$ cat config.mk
export PLATFORM = sky130hd
export DESIGN_NAME = cpfs_core
export DESIGN_NICKNAME = d
export VERILOG_FILES = /design/src/cpfs_core.v /design/src/cpfs_stack.v
export VERILOG_INCLUDE_DIRS = /design/src /design/src/src
export SDC_FILE = /design/constraint.sdc
export NUM_CORES = 1
export LEC_CHECK = 0
export BUFFER_PORTS_ARGS = -buffer_cell sky130_fd_sc_hd__buf_2
export CAP_MARGIN = 20
export CORE_ASPECT_RATIO = 2
export CORE_MARGIN = 10
export CORE_UTILIZATION = 44
export DETAILED_ROUTE_END_ITERATION = 7
export PLACE_DENSITY = 0.72
export SYNTH_ARGS = -nofsm -noshare
export SYNTH_HDL_FRONTEND = slang
export SYNTH_SLANG_ARGS = --single-unit
$ cat constraint.sdc
create_clock -name core_clk -period 3.5 [get_ports core_clk]
set_input_delay 0.175 -clock core_clk [delete_from_list [all_inputs] [get_ports core_clk]]
set_output_delay 0.175 -clock core_clk [all_outputs]
set_load 0.03 [all_outputs]
$ cat src/cpfs_map.vh
// Constants for the program counter, flag and return stack core block
`ifndef CPFS_MAP_VH
`define CPFS_MAP_VH

// Widths
`define CPFS_PC_W 12
`define CPFS_DATA_W 8
`define CPFS_ADDR_W 8
`define CPFS_STACK_DEPTH 6
`define CPFS_DEPTH_W 3

// Data-space register offsets
`define CPFS_OFS_POINTER_ONE 8'h80
`define CPFS_OFS_POINTER_TWO 8'h81
`define CPFS_OFS_SHORT_DIRECT_ONE 8'h82
`define CPFS_OFS_SHORT_DIRECT_SECOND 8'h83
`define CPFS_OFS_ACCUMULATOR 8'hFF
`define CPFS_OFS_ROM_WINDOW_BANK 8'hC9

// Data-space regions, top two address bits
`define CPFS_REGION_BANKED 2'h0
`define CPFS_REGION_ROM_WINDOW 2'h1
`define CPFS_REGION_STATIC_RAM 2'h2
`define CPFS_WINDOW_LOW_W 6
`define CPFS_RAM_DEPTH 64

// Flag modes
`define CPFS_MODE_NORMAL 2'h0
`define CPFS_MODE_IRQ 2'h1
`define CPFS_MODE_NMI 2'h2

// Reset values
`define CPFS_RESET_VECTOR 12'hFFE
`define CPFS_RESET_DATA 8'h00
`define CPFS_RESET_BANK 6'h00

`endif

$ cat src/cpfs_core.v
// Program counter, banked flags, return stack and data-space map of the core
// How it works
// - NMI pin is synchronised and requests only on a falling edge.
// - Accumulator is also data-space location FFh, readable and writable.
// - Pointer registers sit at data-space 80h and 81h.
// - Short-direct registers sit at data-space 82h and 83h.
// - Program counter is 12 bits, addressing 4096 program bytes.
// - A fetch with no entry, jump, call, branch or stack pop advances the program counter by one.
// - Relative branch adds signed offset to program counter.
// - PC loads jump/call target, vector, reset vector, or popped stack top.
// - Three carry/zero pairs exist; only the current mode's pair is used.
// - Entry selects irq or NMI pair; return restores previous mode's pair.
// - Mode switches never clear any flag pair.
// - Carry takes arithmetic carry, tested bit, or rotate-left bit.
// - Zero is set when the latest result equals zero.
// - Reset leaves the core in NMI mode using the NMI pair.
// - Push shifts all six levels down, PC enters level one.
// - Return moves level one to PC and shifts levels up.
// - Depth saturates at six; return on empty stack just continues.
// - With external stop control, the NMI level decides stop handling.
// - Static RAM at 80h-BFh; 00h-3Fh is a banked external region.
// - A 64-byte data-space window reads constants from program ROM.
// - ROM window address is window bank bits then six operand bits.
`include "cpfs_map.vh"

module cpfs_core #(
    parameter PC_W = `CPFS_PC_W,
    parameter DATA_W = `CPFS_DATA_W,
    parameter ADDR_W = `CPFS_ADDR_W,
    parameter RAM_DEPTH = `CPFS_RAM_DEPTH
) (
    // Clock and reset
    input wire core_clk,
    input wire rstn,
    // Sequencer program-flow controls
    input wire fetch,
    input wire branch,
    input wire [DATA_W-1:0] branch_offset,
    input wire jump,
    input wire call,
    input wire [PC_W-1:0] target,
    input wire ret,
    input wire return_from_interrupt,
    input wire instr_boundary,
    input wire irq_enter,
    input wire nmi_enter,
    input wire [PC_W-1:0] vector,
    // Flag and accumulator updates from the ALU
    input wire carry_we,
    input wire carry_in,
    input wire zero_we,
    input wire [DATA_W-1:0] alu_result,
    input wire acc_we,
    input wire [DATA_W-1:0] acc_in,
    // Data-space access
    input wire [ADDR_W-1:0] ds_addr,
    input wire ds_rd,
    input wire ds_wr,
    input wire [DATA_W-1:0] ds_wdata,
    output reg [DATA_W-1:0] ds_rdata,
    output reg ds_rvalid,
    // Program ROM constant window
    output reg [PC_W-1:0] rom_win_addr,
    input wire [DATA_W-1:0] rom_win_data,
    // Banked RAM/EEPROM region
    output reg [5:0] bank_addr,
    output reg bank_rd,
    output reg bank_wr,
    output reg [DATA_W-1:0] bank_wdata,
    input wire [DATA_W-1:0] bank_rdata,
    // NMI pin and stop control
    input wire nmi_pin_n,
    input wire ext_stop_en,
    input wire stop_req,
    output reg nmi_request,
    output reg stop_halt,
    output reg stop_as_wait,
    // Programming model state
    output reg [PC_W-1:0] pc,
    output reg [1:0] flag_mode,
    output reg carry_flag,
    output reg zero_flag,
    output reg [DATA_W-1:0] accumulator,
    output reg [DATA_W-1:0] pointer_one,
    output reg [DATA_W-1:0] pointer_two,
    output reg [DATA_W-1:0] short_direct_one,
    output reg [DATA_W-1:0] short_direct_second,
    output reg [2:0] stack_depth
);

    localparam [PC_W-1:0] PC_ONE = {{(PC_W-1){1'b0}}, 1'b1};
    reg nmi_meta;
    reg nmi_sync;
    reg nmi_prev;
    always @(posedge core_clk) begin
        if (!rstn) begin
            nmi_meta <= 1'b1;
            nmi_sync <= 1'b1;
            nmi_prev <= 1'b1;
            nmi_request <= 1'b0;
            stop_halt <= 1'b0;
            stop_as_wait <= 1'b0;
        end else begin
            nmi_meta <= nmi_pin_n;
            nmi_sync <= nmi_meta;
            nmi_prev <= nmi_sync;
            // A held low level gives one request only
            nmi_request <= nmi_prev & ~nmi_sync;
            // Held NMI low turns the stop into a wait under the option
            stop_halt <= stop_req & (~ext_stop_en | nmi_sync);
            stop_as_wait <= stop_req & ext_stop_en & ~nmi_sync;
        end
    end

    wire take_irq;
    wire stack_push;
    wire stack_pop;
    wire [PC_W-1:0] stack_top;
    wire stack_empty;
    wire [2:0] depth_now;
    // Entry requests outside a boundary are ignored
    assign take_irq = instr_boundary & (irq_enter | nmi_enter);
    assign stack_push = take_irq | (call & ~take_irq);
    assign stack_pop = (ret | return_from_interrupt) & ~stack_push;
    cpfs_stack #(
        .PC_W(PC_W),
        .DEPTH(`CPFS_STACK_DEPTH),
        .DEPTH_W(`CPFS_DEPTH_W)
    ) u_stack (
        .core_clk(core_clk),
        .rstn(rstn),
        .push(stack_push),
        .pop(stack_pop),
        .push_value(pc),
        .top(stack_top),
        .empty(stack_empty),
        .depth(depth_now)
    );

    reg [PC_W-1:0] next_pc;
    wire [PC_W-1:0] offset_ext;
    assign offset_ext = {{(PC_W-DATA_W){branch_offset[DATA_W-1]}},
                         branch_offset};
    always @* begin
        next_pc = pc;
        if (take_irq) begin
            next_pc = vector;
        end else if (jump || call) begin
            next_pc = target;
        end else if (branch) begin
            next_pc = pc + offset_ext;
        end else if (ret || return_from_interrupt) begin
            if (!stack_empty) begin
                next_pc = stack_top;
            end else if (fetch) begin
                next_pc = pc + PC_ONE;
            end
        end else if (fetch) begin
            next_pc = pc + PC_ONE;
        end
    end
    always @(posedge core_clk) begin
        if (!rstn) begin
            pc <= `CPFS_RESET_VECTOR;
            stack_depth <= 3'h0;
        end else begin
            pc <= next_pc;
            stack_depth <= depth_now;
        end
    end

    reg [1:0] saved_mode_1;
    reg [1:0] saved_mode_2;
    reg [1:0] next_mode;
    reg [2:0] carry_bank;
    reg [2:0] zero_bank;
    reg [2:0] next_carry_bank;
    reg [2:0] next_zero_bank;
    wire result_zero;
    assign result_zero = (alu_result == {DATA_W{1'b0}});
    always @* begin
        next_mode = flag_mode;
        if (take_irq) begin
            next_mode = nmi_enter ? `CPFS_MODE_NMI : `CPFS_MODE_IRQ;
        end else if (return_from_interrupt) begin
            next_mode = saved_mode_1;
        end
    end
    // Only the active pair is touched; the others keep their values
    always @* begin
        next_carry_bank = carry_bank;
        next_zero_bank = zero_bank;
        if (carry_we) begin
            next_carry_bank[flag_mode] = carry_in;
        end
        if (zero_we) begin
            next_zero_bank[flag_mode] = result_zero;
        end
    end
    always @(posedge core_clk) begin
        if (!rstn) begin
            flag_mode <= `CPFS_MODE_NMI;
            saved_mode_1 <= `CPFS_MODE_NORMAL;
            saved_mode_2 <= `CPFS_MODE_NORMAL;
            carry_bank <= 3'h0;
            zero_bank <= 3'h0;
            carry_flag <= 1'b0;
            zero_flag <= 1'b0;
        end else begin
            flag_mode <= next_mode;
            if (take_irq) begin
                saved_mode_1 <= flag_mode;
                saved_mode_2 <= saved_mode_1;
            end else if (return_from_interrupt) begin
                saved_mode_1 <= saved_mode_2;
                saved_mode_2 <= `CPFS_MODE_NORMAL;
            end
            // No clear on switching: banks only change by writes
            carry_bank <= next_carry_bank;
            zero_bank <= next_zero_bank;
            carry_flag <= next_carry_bank[next_mode];
            zero_flag <= next_zero_bank[next_mode];
        end
    end

    reg [DATA_W-1:0] static_ram [0:RAM_DEPTH-1];
    reg [5:0] rom_window_bank;
    wire [1:0] region;
    wire wr_acc;
    assign region = ds_addr[ADDR_W-1:ADDR_W-2];
    assign wr_acc = ds_wr && (ds_addr == `CPFS_OFS_ACCUMULATOR);
    // ALU load wins over a data-space write in the same cycle
    always @(posedge core_clk) begin
        if (!rstn) begin
            accumulator <= `CPFS_RESET_DATA;
            pointer_one <= `CPFS_RESET_DATA;
            pointer_two <= `CPFS_RESET_DATA;
            short_direct_one <= `CPFS_RESET_DATA;
            short_direct_second <= `CPFS_RESET_DATA;
            rom_window_bank <= `CPFS_RESET_BANK;
        end else begin
            if (acc_we) begin
                accumulator <= acc_in;
            end else if (wr_acc) begin
                accumulator <= ds_wdata;
            end
            if (ds_wr) begin
                if (ds_addr == `CPFS_OFS_POINTER_ONE) begin
                    pointer_one <= ds_wdata;
                end else if (ds_addr == `CPFS_OFS_POINTER_TWO) begin
                    pointer_two <= ds_wdata;
                end else if (ds_addr == `CPFS_OFS_SHORT_DIRECT_ONE) begin
                    short_direct_one <= ds_wdata;
                end else if (ds_addr == `CPFS_OFS_SHORT_DIRECT_SECOND) begin
                    short_direct_second <= ds_wdata;
                end else if (ds_addr == `CPFS_OFS_ROM_WINDOW_BANK) begin
                    // Write-only: software must keep its own image
                    rom_window_bank <= ds_wdata[5:0];
                end
            end
        end
    end
    // Static RAM, no reset; 80h-83h are shadowed by the registers
    always @(posedge core_clk) begin
        if (ds_wr && region == `CPFS_REGION_STATIC_RAM) begin
            static_ram[ds_addr[5:0]] <= ds_wdata;
        end
    end

    reg [ADDR_W-1:0] rd_addr_q;
    reg rd_pend;
    reg [DATA_W-1:0] next_rdata;
    always @(posedge core_clk) begin
        if (!rstn) begin
            rd_addr_q <= {ADDR_W{1'b0}};
            rd_pend <= 1'b0;
            rom_win_addr <= {PC_W{1'b0}};
            bank_addr <= 6'h00;
            bank_rd <= 1'b0;
            bank_wr <= 1'b0;
            bank_wdata <= `CPFS_RESET_DATA;
        end else begin
            rd_pend <= ds_rd;
            bank_rd <= ds_rd && region == `CPFS_REGION_BANKED;
            bank_wr <= ds_wr && region == `CPFS_REGION_BANKED;
            if (ds_rd) begin
                rd_addr_q <= ds_addr;
            end
            if (ds_rd || ds_wr) begin
                bank_addr <= ds_addr[5:0];
            end
            if (ds_wr) begin
                bank_wdata <= ds_wdata;
            end
            if (ds_rd && region == `CPFS_REGION_ROM_WINDOW) begin
                rom_win_addr <= {rom_window_bank,
                    ds_addr[`CPFS_WINDOW_LOW_W-1:0]};
            end
        end
    end
    // Unmapped and write-only locations read as zero
    always @* begin
        next_rdata = `CPFS_RESET_DATA;
        if (rd_addr_q == `CPFS_OFS_POINTER_ONE) begin
            next_rdata = pointer_one;
        end else if (rd_addr_q == `CPFS_OFS_POINTER_TWO) begin
            next_rdata = pointer_two;
        end else if (rd_addr_q == `CPFS_OFS_SHORT_DIRECT_ONE) begin
            next_rdata = short_direct_one;
        end else if (rd_addr_q == `CPFS_OFS_SHORT_DIRECT_SECOND) begin
            next_rdata = short_direct_second;
        end else if (rd_addr_q == `CPFS_OFS_ACCUMULATOR) begin
            next_rdata = accumulator;
        end else if (rd_addr_q[7:6] == `CPFS_REGION_STATIC_RAM) begin
            next_rdata = static_ram[rd_addr_q[5:0]];
        end else if (rd_addr_q[7:6] == `CPFS_REGION_ROM_WINDOW) begin
            next_rdata = rom_win_data;
        end else if (rd_addr_q[7:6] == `CPFS_REGION_BANKED) begin
            next_rdata = bank_rdata;
        end
    end
    always @(posedge core_clk) begin
        if (!rstn) begin
            ds_rdata <= `CPFS_RESET_DATA;
            ds_rvalid <= 1'b0;
        end else begin
            ds_rvalid <= rd_pend;
            if (rd_pend) begin
                ds_rdata <= next_rdata;
            end
        end
    end

endmodule

$ cat src/cpfs_stack.v
// Six-level shift-register return stack without a stack pointer
`include "cpfs_map.vh"

module cpfs_stack #(
    parameter PC_W = `CPFS_PC_W,
    parameter DEPTH = `CPFS_STACK_DEPTH,
    parameter DEPTH_W = `CPFS_DEPTH_W
) (
    // Clock and reset
    input wire core_clk,
    input wire rstn,
    // Stack operations
    input wire push,
    input wire pop,
    input wire [PC_W-1:0] push_value,
    // State
    output wire [PC_W-1:0] top,
    output wire empty,
    output reg [DEPTH_W-1:0] depth
);

    reg [PC_W-1:0] level [0:DEPTH-1];

    assign top = level[0];
    assign empty = (depth == {DEPTH_W{1'b0}});

    // Level one takes the pushed value; the deepest value falls off
    always @(posedge core_clk) begin
        if (push) begin
            level[0] <= push_value;
        end else if (pop && !empty) begin
            level[0] <= level[1];
        end
    end

    genvar i;
    generate
        for (i = 1; i < DEPTH; i = i + 1) begin : g_level
            always @(posedge core_clk) begin
                if (push) begin
                    level[i] <= level[i-1];
                end else if (pop && !empty) begin
                    if (i == DEPTH - 1) begin
                        level[i] <= {PC_W{1'b0}};
                    end else begin
                        level[i] <= level[i+1];
                    end
                end
            end
        end
    endgenerate

    // Depth saturates both ways rather than wrapping
    always @(posedge core_clk) begin
        if (!rstn) begin
            depth <= {DEPTH_W{1'b0}};
        end else if (push) begin
            if (depth != DEPTH[DEPTH_W-1:0]) begin
                depth <= depth + {{(DEPTH_W-1){1'b0}}, 1'b1};
            end
        end else if (pop && !empty) begin
            depth <= depth - {{(DEPTH_W-1){1'b0}}, 1'b1};
        end
    end

endmodule
==> results.md <==
* Crit path DAT at 3720 ps
* Minimum clock period at 3217 ps
* CP Class: reg2reg
* Startpoint Class: register
* Clock Path Buffers at 3
* Die area at 78430 um2
* Final core utilization at 0.5202
* Starting Density at 0.4432
* First-pass GRT wire length at 124.5 mm
* DRT antenna net count at 0
* Port bufs at 198
* Core area at 66560 um2
* Period utilisation layout at 0.9191
* Initial antenna violation count at 0
* Vias in the first global route at 19210
* Synthesis-to-layout area growth at 17.37%
* N_diodes at 0
* Post-Syn Nets at 1965
* Routed WL at 84.74 mm
* Clock root buffer: clkbuf_16
* Number of synthesized register bits at 720
* Multi-input gate area at 8760 um2
* H-tree levels at 2
* Status: completed
* Vias at 18400
* Register area at 20270 um2
* CTS clk-pin slew, worst paths at 70 ps
* Pwr Density at 541.5 nW/um2
* R2R Path End: pc[8]
* Synth unique cells at 62
* Fmax at 0.3109 GHz
* Worst-case clock skew at 29.10 ps
* CTS Buf Count at 58
* Residual DRC at 0
* FILL cells at 5330
* Met3 WL at 6.221 mm
* Largest net degree at the start of global routing at 76
* Post-synth EDFFs at 584
* Seq/Total Area, Yosys at 0.6867
* # setup viols final at 0
* WHS Path Cells at 5
* Hold Crit Class: in2reg
* FF-to-FF setup slack at 280 ps
* Maximum vdd drop at 0.4903 mV
* Reg2Reg Depth at 10
* Critical Path Start: pc[0]
* Post-DP HPWL at 60.63 mm
* TritonCTS clock tree: done
* Async set-reset flop share out of synthesis at 0
* CTS sink count at 720
* Crit path capture type: register
* Wire per inst at 27.37 um
* Met1 wire length at 27.83 mm
* Critical Path RT at 4010 ps
* Final Hold Violating Endpoints at 0
* Nets@finish at 2276
* First-pass DRT Iterations at 6
* RSZ-0062 raised after global routing: no
* Worst-path maximum fanout at 7
* Worst-Margin Slew at 1141 ps
* Commonest non-fill, non-tap cell in the layout: edfxtp_1
* Highest routed layer: met4
* Worst r2r src: pc[0]
* Post_cts resized at 0
* Gr usage total at 0.2126
* Most frequent cells in the layout: edfxtp_1, buf_2, nand2_1
* Max Cap Viol at 0
* Relative slew slack at 0.2395
* Met2 Routed Length at 43.53 mm
* Min-delay src: alu_result[3]
* Pins Over Slew Limit at 0
* Netlist Area Pre-Place at 29500 um2
* Final setup TNS at 0 ps
* Die extent in y at 386.2 um
* Placer Congestion at 0.9509
* Worst skew pair latency at 640 ps
* LEAKAGE at 11.86 nW
* Main flop type after synthesis: edfxtp_1
* Layout cells sized above 1 at 0.2717
* Yosys warning count at 0
* Worst Hold Path EP: zero_bank[2]
* Vias/cell at 5.943
* Cell Rows at 134
* Grt total ovfl at 0
* DIE WIDTH at 203.1 um
* Mapped Avg Cell Area at 15.94 um2
* Initial DRC count at 1706
* Syn Inst Count at 1851
* Ports at 199
* Design Power at 18.75 mW
what timing repair did:
action                                 in CTS  in global routing
hold buffers                               51                  1
endpoints found under the hold margin      45                  6
buffers inserted                            0                  0
cell usage after synthesis, types with 5 or more instances:
cell type / n / area, um2
edfxtp_1: 584 / 17540
dfxtp_1: 136 / 2723
nand2_1: 136 / 510.5
mux4_2: 129 / 2905
nor2_1: 109 / 409.1
mux2i_1: 84 / 840.8
nor2b_1: 79 / 494.2
clkbuf_1: 76 / 285.3
o21ai_0: 63 / 315.3
mux2_2: 58 / 653.1
a21boi_0: 37 / 277.8
a22o_1: 23 / 201.4
nand3_1: 23 / 115.1
a221oi_1: 20 / 175.2
and2_1: 20 / 125.1
a21oi_1: 19 / 95.09
buf_2: 19 / 95.09
inv_1: 19 / 71.32
nand2b_1: 16 / 100.1
o22ai_1: 14 / 87.58
ha_1: 12 / 150.1
nor3_1: 12 / 60.06
o211ai_1: 12 / 90.09
o221ai_1: 12 / 105.1
a211oi_1: 9 / 67.56
or3_1: 9 / 56.30
xnor2_1: 9 / 78.83
a311oi_1: 8 / 70.07
a31oi_1: 7 / 43.79
buf_1: 7 / 26.28
nand4_1: 7 / 43.79
a22oi_1: 6 / 45.04
nand3b_1: 6 / 45.04
a21o_1: 5 / 37.54
nor4_1: 5 / 31.28
logic make-up (layout without fill, tap and decap cells):
kind of cell / count (synthesis) / after routing / share of synthesized area
DFF: 720 / 720 / 0.6867
and+or+nand+nor: 443 / 443 / 0.07312
AOI/OAI and AO/OA: 266 / 266 / 0.06379
adders and majority gates: 14 / 14 / 0.006447
muxes: 271 / 271 / 0.1491
buffers and inverters: 125 / 486 / 0.01722
xor gates and xnor gates: 12 / 12 / 0.003563
report_power, final:
part           leakage [nW]  internal [mW]  switching, mW
Clock                 0.953           3.65           3.14
Sequential             6.42           9.78          0.262
Combinational          4.48          0.834           1.09
flip-flops by register name, summed over array words and instances (netlist names), 12 cells and up, named ones only:
signal / count
pc: 12
rom_win_addr: 12
u_stack.level: 72
static_ram: 512
worst max-delay path, cell delays in order, from the launching register on:
cell and delay [ps]:
dfxtp_1 490, ha_1 240, inv_1 60, fa_1 400
nor2b_1 210, o21ai_0 150, a211oi_1 370, o21ai_0 150
a311oi_1 280, o311ai_0 130, dlygate4sd3_1 610
layer usage:
layer  vias up  global-route usage
met1      9241              0.2222
met4         0              0.1616
met5         -                   0
met2      1021              0.3765
li1       7847                   -
met3       290             0.03583
worst max-delay path by stage:
| stage | to | depth (start not counted) | slack (ps) |
|---|---|---|---|
| after floorplan | u_stack.depth[2] | 6 | 80 |
| after global placement | ds_rdata[7] | 7 | 500 |
| after detailed placement | ds_rdata[7] | 7 | 460 |
| after CTS | pc[8] | 10 | 310 |
| after global routing | pc[8] | 10 | 130 |
| final | pc[8] | 10 | 280 |
through the flow:
step | area (um2) | setup slack (ps) | hold slack, ps | cells
finish | 34630 | 283.2 | 13.19 | 3096
global route | 34630 | 132.1 | 27.41 | 3096
CTS | 34600 | 305.2 | 2.207 | 3094
detailed placement | 32130 | 459.9 | 364.0 | 2933
global placement | 32130 | 500.8 | 361.1 | 2933
floorplan | 29520 | 81.25 | 250.7 | 1851
final cells by class:
type,instances,area share
clock buffers,67,0.04351
repair buffers,357,0.07126
inverters,19,0.002060
well taps,884,0.03194
multi-input cells,1006,0.2530
clock inverters,43,0.01294
flip-flops and latches,720,0.5853
Note: power is estimated with default switching activity, not from simulation.
